<file path="config.mk">
export PLATFORM = sky130hd
export DESIGN_NAME = ncd_top
export DESIGN_NICKNAME = d
export VERILOG_FILES = /design/src/hw/ncd_pkg.sv /design/src/hw/ncd_channel.sv /design/src/hw/ncd_top.sv
export SDC_FILE = /design/constraint.sdc
export NUM_CORES = 1
export LEC_CHECK = 0
export BUFFER_PORTS_ARGS = -buffer_cell sky130_fd_sc_hd__buf_2
export CORE_ASPECT_RATIO = 1.75
export CORE_MARGIN = 2
export CORE_UTILIZATION = 63
export CTS_CLUSTER_DIAMETER = 120
export DETAILED_ROUTE_END_ITERATION = 7
export MAX_ROUTING_LAYER = met4
export PLACE_DENSITY = 0.91
export SETUP_SLACK_MARGIN = 0.2
export SYNTH_ARGS = -nofsm -noshare
export SYNTH_HDL_FRONTEND = slang
export SYNTH_SLANG_ARGS = --single-unit
</file>
<file path="constraint.sdc">
create_clock -name ref_clk -period 4.3 [get_ports ref_clk]
set_clock_uncertainty 0.1 [all_clocks]
set_input_delay 0.86 -clock ref_clk [delete_from_list [all_inputs] [get_ports ref_clk]]
set_output_delay 0.86 -clock ref_clk [all_outputs]
set_load 0.01 [all_outputs]
</file>
<file path="src/hw/ncd_pkg.sv">
// What this block does
// - Nine independent channels, each with its own 8-bit register holding a 7-bit duty value.
// - Each output pattern repeats every 128 tick periods.
// - High time equals duty value ticks; tick runs at one quarter of clock.
// - Outputs are fixed active high; nothing inverts them.
// - Bit 7 enables the channel; when clear the pin is a port line.
// - Bits 6 to 0 hold the duty value, bit 6 most significant.
// - Channel 0 shares port 1 line 3; channels 1 to 8 share port 0.
`default_nettype none
package ncd_pkg;
  localparam int          NUM_CH        = 9;
  localparam int          DUTY_W        = 7;
  localparam int          REG_W         = 8;
  localparam int          ADDR_W        = 8;
  localparam int          ENABLE_BIT    = 7;
  localparam int          DUTY_MSB      = 6;
  localparam int          DUTY_LSB      = 0;
  localparam int          TICK_DIV      = 4;
  localparam int          PERIOD_TICKS  = 128;
  localparam logic [7:0]  REG_RESET     = 8'h00;
  // Printed offsets are register indices; byte address is four times that
  localparam logic [7:0]  IDX_CH0       = 8'h86;
  localparam logic [7:0]  IDX_CH1       = 8'h96;
  localparam logic [7:0]  IDX_CH2       = 8'hA6;
  localparam logic [7:0]  IDX_CH3       = 8'hB6;
  localparam logic [7:0]  IDX_CH4       = 8'hC6;
  localparam logic [7:0]  IDX_CH5       = 8'hD6;
  localparam logic [7:0]  IDX_CH6       = 8'hE6;
  localparam logic [7:0]  IDX_CH7       = 8'hF6;
  localparam logic [7:0]  IDX_CH8       = 8'hF5;
  // Status word: tick count of the running period, read only
  localparam logic [7:0]  IDX_STATUS    = 8'hF7;
  localparam logic [31:0] UNMAPPED_DATA = 32'h0000_0000;
endpackage
`default_nettype wire

</file>
<file path="src/hw/ncd_channel.sv">
`timescale 1ns/1ps
`default_nettype none
module ncd_channel (
  input  wire logic       ref_clk,     // System clock
  input  wire logic       rstn,        // Async reset, active low
  input  wire logic [7:0] ctrl,        // Channel register
  input  wire logic [6:0] count,       // Shared tick count
  input  wire logic       tick,        // Tick strobe
  input  wire logic       wrap,        // Last tick of period
  output logic            pwm          // Active-high duty output
);
  typedef struct packed {
    logic [6:0] duty;
    logic       en;
    logic       out;
  } ncd_ch_t;

  ncd_ch_t st;
  ncd_ch_t next_st;

  // Latch the register only at the period boundary to avoid runt pulses
  always_comb begin
    next_st = st;
    if (tick && wrap) begin
      next_st.duty = ctrl[ncd_pkg::DUTY_MSB:ncd_pkg::DUTY_LSB];
      next_st.en   = ctrl[ncd_pkg::ENABLE_BIT];
    end
    // High while count below duty, never inverted
    next_st.out = next_st.en && (count < next_st.duty);
  end

  always_ff @(posedge ref_clk or negedge rstn) begin
    if (!rstn) begin
      st <= '0;
    end else begin
      st <= next_st;
    end
  end

  assign pwm = st.out;

  // Disabled channel stays low on its pulse output
  off_low_a: assert property (@(posedge ref_clk) disable iff (!rstn)
    !st.en |-> !pwm) else $error("disabled channel drives high");

  // Duty only moves at the period boundary, so a write never cuts a pulse short
  duty_hold_a: assert property (@(posedge ref_clk) disable iff (!rstn)
    !(tick && wrap) |=> $stable(st.duty))
    else $error("duty changed inside a period");
  duty_load_a: assert property (@(posedge ref_clk) disable iff (!rstn)
    tick && wrap |=> st.duty == $past(ctrl[ncd_pkg::DUTY_MSB:ncd_pkg::DUTY_LSB]))
    else $error("duty not loaded at the boundary");
endmodule
`default_nettype wire

</file>
<file path="src/hw/ncd_top.sv">
`timescale 1ns/1ps
`default_nettype none
module ncd_top #(
  parameter int NUM_CH = ncd_pkg::NUM_CH   // Channel count
) (
  input  wire logic        ref_clk,          // 125 MHz clock
  input  wire logic        rstn,             // Async reset, active low
  input  wire logic [9:0]  avs_address,      // Byte address
  input  wire logic        avs_read,         // Read request
  input  wire logic        avs_write,        // Write request
  input  wire logic [31:0] avs_writedata,    // Write data
  input  wire logic [3:0]  avs_byteenable,   // Byte lanes
  output logic [31:0]      avs_readdata,     // Read data
  output logic             avs_waitrequest,  // Stall
  input  wire logic [7:0]  port_zero_lines,  // Port 0 GPIO output levels
  input  wire logic        port1_line3,      // Port 1 line 3 GPIO level
  output logic [7:0]       port_zero_out,    // Port 0 pin drive
  output logic             port1_line3_out,  // Port 1 line 3 pin drive
  output logic [8:0]       duty_channel_enable // Pin owned by channel
);
  localparam logic [6:0] LAST_COUNT = 7'(ncd_pkg::PERIOD_TICKS - 1);
  localparam logic [1:0] LAST_DIV   = 2'(ncd_pkg::TICK_DIV - 1);

  // Map byte address index to channel number, all ones when unmapped
  function automatic logic [3:0] ch_of(input logic [7:0] idx);
    unique case (idx)
      ncd_pkg::IDX_CH0: ch_of = 4'h0;
      ncd_pkg::IDX_CH1: ch_of = 4'h1;
      ncd_pkg::IDX_CH2: ch_of = 4'h2;
      ncd_pkg::IDX_CH3: ch_of = 4'h3;
      ncd_pkg::IDX_CH4: ch_of = 4'h4;
      ncd_pkg::IDX_CH5: ch_of = 4'h5;
      ncd_pkg::IDX_CH6: ch_of = 4'h6;
      ncd_pkg::IDX_CH7: ch_of = 4'h7;
      ncd_pkg::IDX_CH8: ch_of = 4'h8;
      default:          ch_of = 4'hF;
    endcase
  endfunction

  typedef struct packed {
    logic [8:0][7:0] regs;
    logic [1:0]      div;
    logic [6:0]      count;
    logic            tick;
    logic            wrap;
    logic [31:0]     rdata;
    logic            ack;
    logic            waitreq;
    logic [7:0]      p0_sync1;
    logic [7:0]      p0_sync2;
    logic            p1_sync1;
    logic            p1_sync2;
    logic [7:0]      p0_out;
    logic            p1_out;
    logic [8:0]      own;
  } ncd_top_t;

  ncd_top_t st;
  ncd_top_t next_st;
  logic [8:0] pwm;
  logic [7:0] idx;
  logic [3:0] sel;

  assign idx = avs_address[9:2];
  assign sel = ch_of(idx);

  // Tick divider, counter and bus slave with one wait state
  always_comb begin
    next_st = st;
    next_st.div  = st.div + 2'h1;
    next_st.tick = (st.div == LAST_DIV);
    next_st.wrap = (st.count == LAST_COUNT);
    if (st.tick) begin
      next_st.count = st.count + 7'h01;
    end
    next_st.p0_sync1 = port_zero_lines;
    next_st.p0_sync2 = st.p0_sync1;
    next_st.p1_sync1 = port1_line3;
    next_st.p1_sync2 = st.p1_sync1;
    // Stall idles high once clocked out of reset (reset loads it low), so each request after that sees exactly one wait state
    next_st.ack     = 1'b0;
    next_st.waitreq = 1'b1;
    if ((avs_read || avs_write) && !st.ack) begin
      next_st.ack     = 1'b1;
      next_st.waitreq = 1'b0;
      next_st.rdata = ncd_pkg::UNMAPPED_DATA;
      if (avs_write && sel != 4'hF && avs_byteenable[0]) begin
        next_st.regs[sel] = avs_writedata[7:0];
      end
      if (avs_read && sel != 4'hF) begin
        next_st.rdata = {24'h000000, st.regs[sel]};
      end else if (avs_read && idx == ncd_pkg::IDX_STATUS) begin
        next_st.rdata = {25'h0000000, st.count};
      end
    end
    // Pin mux: pulse when enabled, else the port latch
    for (int i = 0; i < 8; i++) begin
      next_st.p0_out[i] = st.regs[i+1][ncd_pkg::ENABLE_BIT] ? pwm[i+1] : st.p0_sync2[i];
    end
    next_st.p1_out = st.regs[0][ncd_pkg::ENABLE_BIT] ? pwm[0] : st.p1_sync2;
    for (int i = 0; i < 9; i++) begin
      next_st.own[i] = st.regs[i][ncd_pkg::ENABLE_BIT];
    end
  end

  always_ff @(posedge ref_clk or negedge rstn) begin
    if (!rstn) begin
      st <= '0;
    end else begin
      st <= next_st;
    end
  end

  // One instance per channel
  genvar g;
  generate
    for (g = 0; g < NUM_CH; g++) begin : g_ch
      ncd_channel u_ch (
        .ref_clk (ref_clk),
        .rstn    (rstn),
        .ctrl    (st.regs[g]),
        .count   (st.count),
        .tick    (st.tick),
        .wrap    (st.wrap),
        .pwm     (pwm[g])
      );
    end
  endgenerate

  assign avs_readdata        = st.rdata;
  assign avs_waitrequest     = st.waitreq; // Low in the answer cycle, and from reset until the first clock edge
  assign port_zero_out       = st.p0_out;
  assign port1_line3_out     = st.p1_out;
  assign duty_channel_enable = st.own;

  tick_rate_a: assert property (@(posedge ref_clk) disable iff (!rstn)
    st.tick |=> !st.tick [*3] ##1 st.tick) else $error("tick not every fourth clock");
  count_step_a: assert property (@(posedge ref_clk) disable iff (!rstn)
    st.tick |=> st.count == $past(st.count) + 7'h01) else $error("count did not step");

  // Bus answer comes one cycle after the request is taken, and lasts one cycle
  wait_one_a: assert property (@(posedge ref_clk) disable iff (!rstn)
    (avs_read || avs_write) && !st.ack |=> !avs_waitrequest)
    else $error("request not answered after one wait state");
  ack_once_a: assert property (@(posedge ref_clk) disable iff (!rstn)
    !avs_waitrequest |=> avs_waitrequest)
    else $error("answer held for more than one cycle");
  // Disabled channel zero hands its pin back to the synced port level
  mux_port_a: assert property (@(posedge ref_clk) disable iff (!rstn)
    !st.regs[0][ncd_pkg::ENABLE_BIT] |=> port1_line3_out == $past(st.p1_sync2))
    else $error("port line not passed through");
endmodule
`default_nettype wire

</file>
# After elaboration in Yosys (flattened, before gate mapping)
# Index checks and enable logic that the tools add are counted.
word_totals:
  inputBits: 59
  register_bits: 210
  latch_bits: 0
  mem_count: 0
  romBits: 0
  ram_bits: 0
classes:
  muxes: 27
  eq_ne: 13
  n_bitwise: 0
  n_mul: 0
  shifts: 0
  addsub: 2
  reduce_logical: 19
  order_cmp: 11
  n_div: 0
ops:
  columns: ["operator", "count"]
  rows:
  - ["8-bit 2-to-1 mux", 12]
  - ["8-bit equality test, second input constant", 10]
  - ["72-bit bitwise mux", 1]
  - ["7-bit less-than comparator", 9]
  - ["4-bit one-hot mux with 9 select lines", 1]
  - ["8-bit binary-select mux with 4-bit select", 1]
  - ["8-bit demux with 4-bit select", 1]
  - ["1-bit logical AND", 16]
  - ["1-bit 2-to-1 mux", 9]
  - ["7-bit by 1-bit adder with 7-bit output, second input constant", 1]
  - ["7-bit equality test, second input constant", 1]
  - ["7-bit 2-to-1 mux", 1]
  - ["4-bit by 5-bit less-than comparator with 1-bit output, second input constant", 1]
  - ["4-bit by 1-bit >= comparator with 1-bit output, second input constant", 1]
  - ["4-bit != test, second input constant", 1]
  - ["2-bit by 1-bit adder with 2-bit output, second input constant", 1]
  - ["2-bit equality test, second input constant", 1]
  - ["2-bit 2-to-1 mux", 1]
  - ["2-bit AND reduction", 1]
  - ["1-bit zero test", 1]
  - ["1-bit logical OR", 1]

# Depth between registers and ports, before layout
depth:
  ltp_word: 7
  ltp_mapped: 9
  mapped_depth_nobuf: 7

# By module
# Synthesis repeated with hierarchy kept, for this count alone.
hier_totals:
  cells_unflattened: 791
  hier_area_um2: 10166.0
modules_own_cells:
  columns: ["module", "seq_area_each_um2", "n_inst", "area_each_um2", "cells_per_inst"]
  rows:
  - ["ncd_top", 3228.1, 1, 5740.5, 431]
  - ["ncd_channel", 225.2, 9, 491.7, 40]

# Worst setup path after synthesis
# Ideal clock, no wire load.
synth_timing:
  path_type: "input -> register"
  start: "input port avs_address[6]"
  end: "register st (netlist bit next_st[8])"
  cell_stages: 6
  t_required_ps: 4075
  setup_ps: 125
  t_arrival_ps: 2406
  path_slack_ps: 1669
  path_cell_list: "buf_2 -> nand4_1 -> or3_1 -> buf_2 -> nor2_4 -> mux2_2"
synth_via:
  elab_chain_cells: 7
  word_cells_on_any_way: 20
  cone_classes: "2 x order compare; 10 x eq/ne; 4 x mux; 4 x reduce/logical"
synth_rtl:
  columns: ["item", "line_no", "text"]
  rows:
  - ["start, declared", "ncd_top.sv:8", "input wire logic [9:0] avs_address,"]
  - ["8-bit equality test", "ncd_top.sv:26", "unique case (idx)"]
  - ["4-bit one-hot mux with 9 select lines *", "ncd_top.sv:26", null]
  - ["4-bit by 5-bit less-than comparator with 1-bit output (not written as such) or 4-bit by 1-bit >= comparator with 1-bit output (tied branches)", "ncd_top.sv:88", "next_st.regs[sel] = avs_writedata[7:0];"]
  - ["1-bit logical AND (not written as such)", "ncd_top.sv:88", null]
  - ["8-bit 2-to-1 mux (not written as such)", "ncd_top.sv:88", null]
  - ["8-bit demux with 4-bit select", "ncd_top.sv:88", null]
  - ["72-bit bitwise mux", "ncd_top.sv:88", null]
  - ["end signal, assigned", "ncd_top.sv:110", "st <= next_st;"]
  - ["end, declared", "ncd_top.sv:58", "ncd_top_t st;"]
# Every way passes the cells marked *; elsewhere a longest branch is shown, timed or not.
# A chain may end at the register's enable or synchronous reset.

# Final worst setup path
layout_timing:
  start: "input port avs_address[5]"
  end: "register st[135] in the netlist's numbering"
# Same word-level chain as after synthesis.

==> impl_metrics.yaml <==
global_routing:
  grt_antenna_before_repair: 0
  grt_pass1_wl_microns: 36500
  grt_pass1_vias: 6832
  grt_usage: 0.290
  grt.overflow.total: 0
  grt_max_degree: 93
worst_setup_path:
  endpoint_kind: "flop"
  cp-start-kind: "input pin"
  cp_slowest_stage_delay_ns: 0.61
  worstSetupPathType: "input pin to flop"
  critPathMaxFanout: 11
  worst_ep_required_time_ns: 4.57
  cp.arrival_ns: 3.31
  crit_chain: "buf_2 > and3b_1 > nand2_1 > buf_4 > or3_1 > nor3b_4 > mux2_2"
  slowest_stage: "nor3b_4"
flow_run:
  cap_violations: 0
final_layout:
  diodes: 0
  final_common_cell: "dfrtp_1"
  final_net_count: 930
  drive_gt1_frac: 0.262
  final_core_util: 0.702
  final_cell_mix: "dfrtp_1 (210), mux2_2 (89), inv_1 (58), ha_1 (56), buf_2 (55)"
  area.growth.synth_to_final_pct: 9.31
clock_network:
  clkLatencyLatePin_ns: 0.50
  cts_buffer_depth: 3
  cts_root_buf: "clkbuf_16"
  htree_levels: 1
  clk_pin_slew_ns: 0.07
  cts_inserted_buffers: 20
  cts_num_sinks: 210
  cts_tree: "done"
  cts_resized: 0
  hold_buffers: 0
  post-cts-setup-buffers: 0
timing:
  max_freq_ghz: 0.329
  drv_slew: 0
  hold_violations: 0
  rsz0062_at_grt: "false"
  hold_slack_ns: 0.253
  finalSetupTns_ns: 0
  setup_viol: 0
  finalCriticalPeriod_ns: 3.04
  fin_crit_sh: 0.707
  maxSlewHeadroom: 0.278
  max_slew.worst_pin.slew_ns: 1.07
logic_synthesis:
  yosysWarnings: 0
  ys_seq_elements: 210
  synth_edf_count: 0
  synthArstFlopShare: 1.00
  netlist-cell-type-count: 50
  yosysSeqAreaShare: 0.534
  synth_cells: 779
  syn-cell-area_sq_um: 9840
  syn_avg_cell_area_sq_um: 12.6
  synth-main-ff-cell: "dfrtp_1"
die:
  rows: 60
  fp.dieH_microns: 169
  core_sq_um: 15300
  fp.dieW_microns: 98.5
  initial_utilization: 0.642
  io_pins: 110
  die-area_sq_um: 16700
detailed_routing:
  wire_per_inst_microns: 22.6
  drc_errors: 0
  dr_wl_met3_microns: 1480
  wl_met2_microns: 12000
  dr.pass1.iters: 6
  vias: 6440
  wirelength_microns: 22900
  drtIter0Drc: 507
  m1WireLength_microns: 8110
  vias_per_cell: 6.34
  top_layer: "met4"
  route.antenna.remaining_nets: 0
power_and_ir_drop:
  p_comb_frac: 0.044
  clockPowerShare: 0.457
  p_per_area_nw_per_um2: 380
  power.switching_uw: 930
  p_leak_uw: 0.00600
  vdd_drop_max_uv: 269
  p_seq_frac: 0.499
  swShare: 0.228
  p_int_uw: 3150
min_path:
  hp-class: "flop to flop"
place:
  numPortBuffers: 56
  hpwl_microns: 14500
  routabilityCongestion: 0.863
run_status:
  status: "finished clean"
cells in the mapped netlist (9+ instances only):
cell,count,area share
o21bai_1,10,0.0076
clkbuf_1,10,0.0038
nor2_1,10,0.0038
ha_1,56,0.071
nand3_1,16,0.0081
a21oi_1,9,0.0046
a221oi_1,14,0.012
or2_2,9,0.0057
dfrtp_1,210,0.53
a31oi_1,25,0.016
mux2_2,89,0.10
a21boi_0,9,0.0069
a21o_1,9,0.0069
and3_1,9,0.0057
inv_1,58,0.022
o21ai_0,11,0.0056
buf_4,50,0.038
nand3b_1,13,0.0099
mux2i_1,54,0.055
buf_2,12,0.0061
nand2_1,38,0.015
final timing paths:
check                                from                 end  slack (ns)  cells after the start
max in group asynchronous            rstn              st[87]        2.86                      2
max reg2reg                        st[70]    g_ch[3].u_ch.pwm        1.38                      8
min                           next_st[20]              st[20]        0.25                      0
min reg2reg                   next_st[20]              st[20]        0.25                      0
min in group asynchronous            rstn  g_ch[1].u_ch.st[6]        0.29                      1
max                        avs_address[5]             st[135]        1.26                      7
final cells by class:
| type | count | area (sq um) |
|---|---|---|
| flip-flops and latches | 210 | 5260 |
| well taps | 186 | 233 |
| clock buffers | 25 | 571 |
| clock inverters | 11 | 134 |
| fillers | 961 | 4560 |
| repair buffers | 64 | 362 |
| multi-input cells | 460 | 3980 |
| inverters | 59 | 221 |
registers in the layout, indices dropped and copies added (netlist names):
name / count
g_ch.u_ch.pwm: 9
avs_waitrequest: 1
duty_channel_enable: 9
port1_line3_out: 1
port_zero_out: 8
next_st: 18
avs_readdata: 8
g_ch.u_ch.st: 72
st: 84
cells by family after synthesis:
| group | count (synthesis) | share of synthesized area |
|---|---|---|
| XOR/XNOR | 6 | 0.00534 |
| AND/OR/NAND/NOR | 121 | 0.0703 |
| other | 1 | 0.000381 |
| AO/OA/AOI/OAI | 103 | 0.0745 |
| flip-flops | 210 | 0.534 |
| multiplexers | 150 | 0.173 |
| adder cells (fa/ha/maj) | 56 | 0.0712 |
| buffers and inverters | 132 | 0.0710 |
critical path: cells and delay by family:
kind | cells | cell delay [ns]
muxes | 1 | 0.41
and+or+nand+nor | 4 | 1.73
buffers and inverters | 2 | 0.31
stage by stage:
stage          power (uW)  std cells  setup WS [ns]  area [sq um]
6_report             4080       1015           1.26         10800
5_1_grt              4200       1015           1.22         10800
4_1_cts              4100       1015           1.34         10800
3_5_place_dp         2250        979          0.869         10000
3_3_place_gp         2240        979          0.929         10000
2_1_floorplan        2170        802           1.67          9920
power by group through the flow:
stage / combinational (uW) / clock, uW / sequential [uW]
after floorplan: 107 / 0 / 2070
after global placement: 171 / 0 / 2070
after detailed placement: 176 / 0 / 2070
after CTS: 179 / 1880 / 2040
after global routing: 195 / 1960 / 2040
final: 180 / 1870 / 2040
layer usage:
layer | vias up | GRT usage
met5 | - | -
met1 | 3244 | 0.327
li1 | 2771 | -
met4 | 0 | 0.161
met3 | 115 | 0.0490
met2 | 310 | 0.489
(Power assumes the default switching activity.)
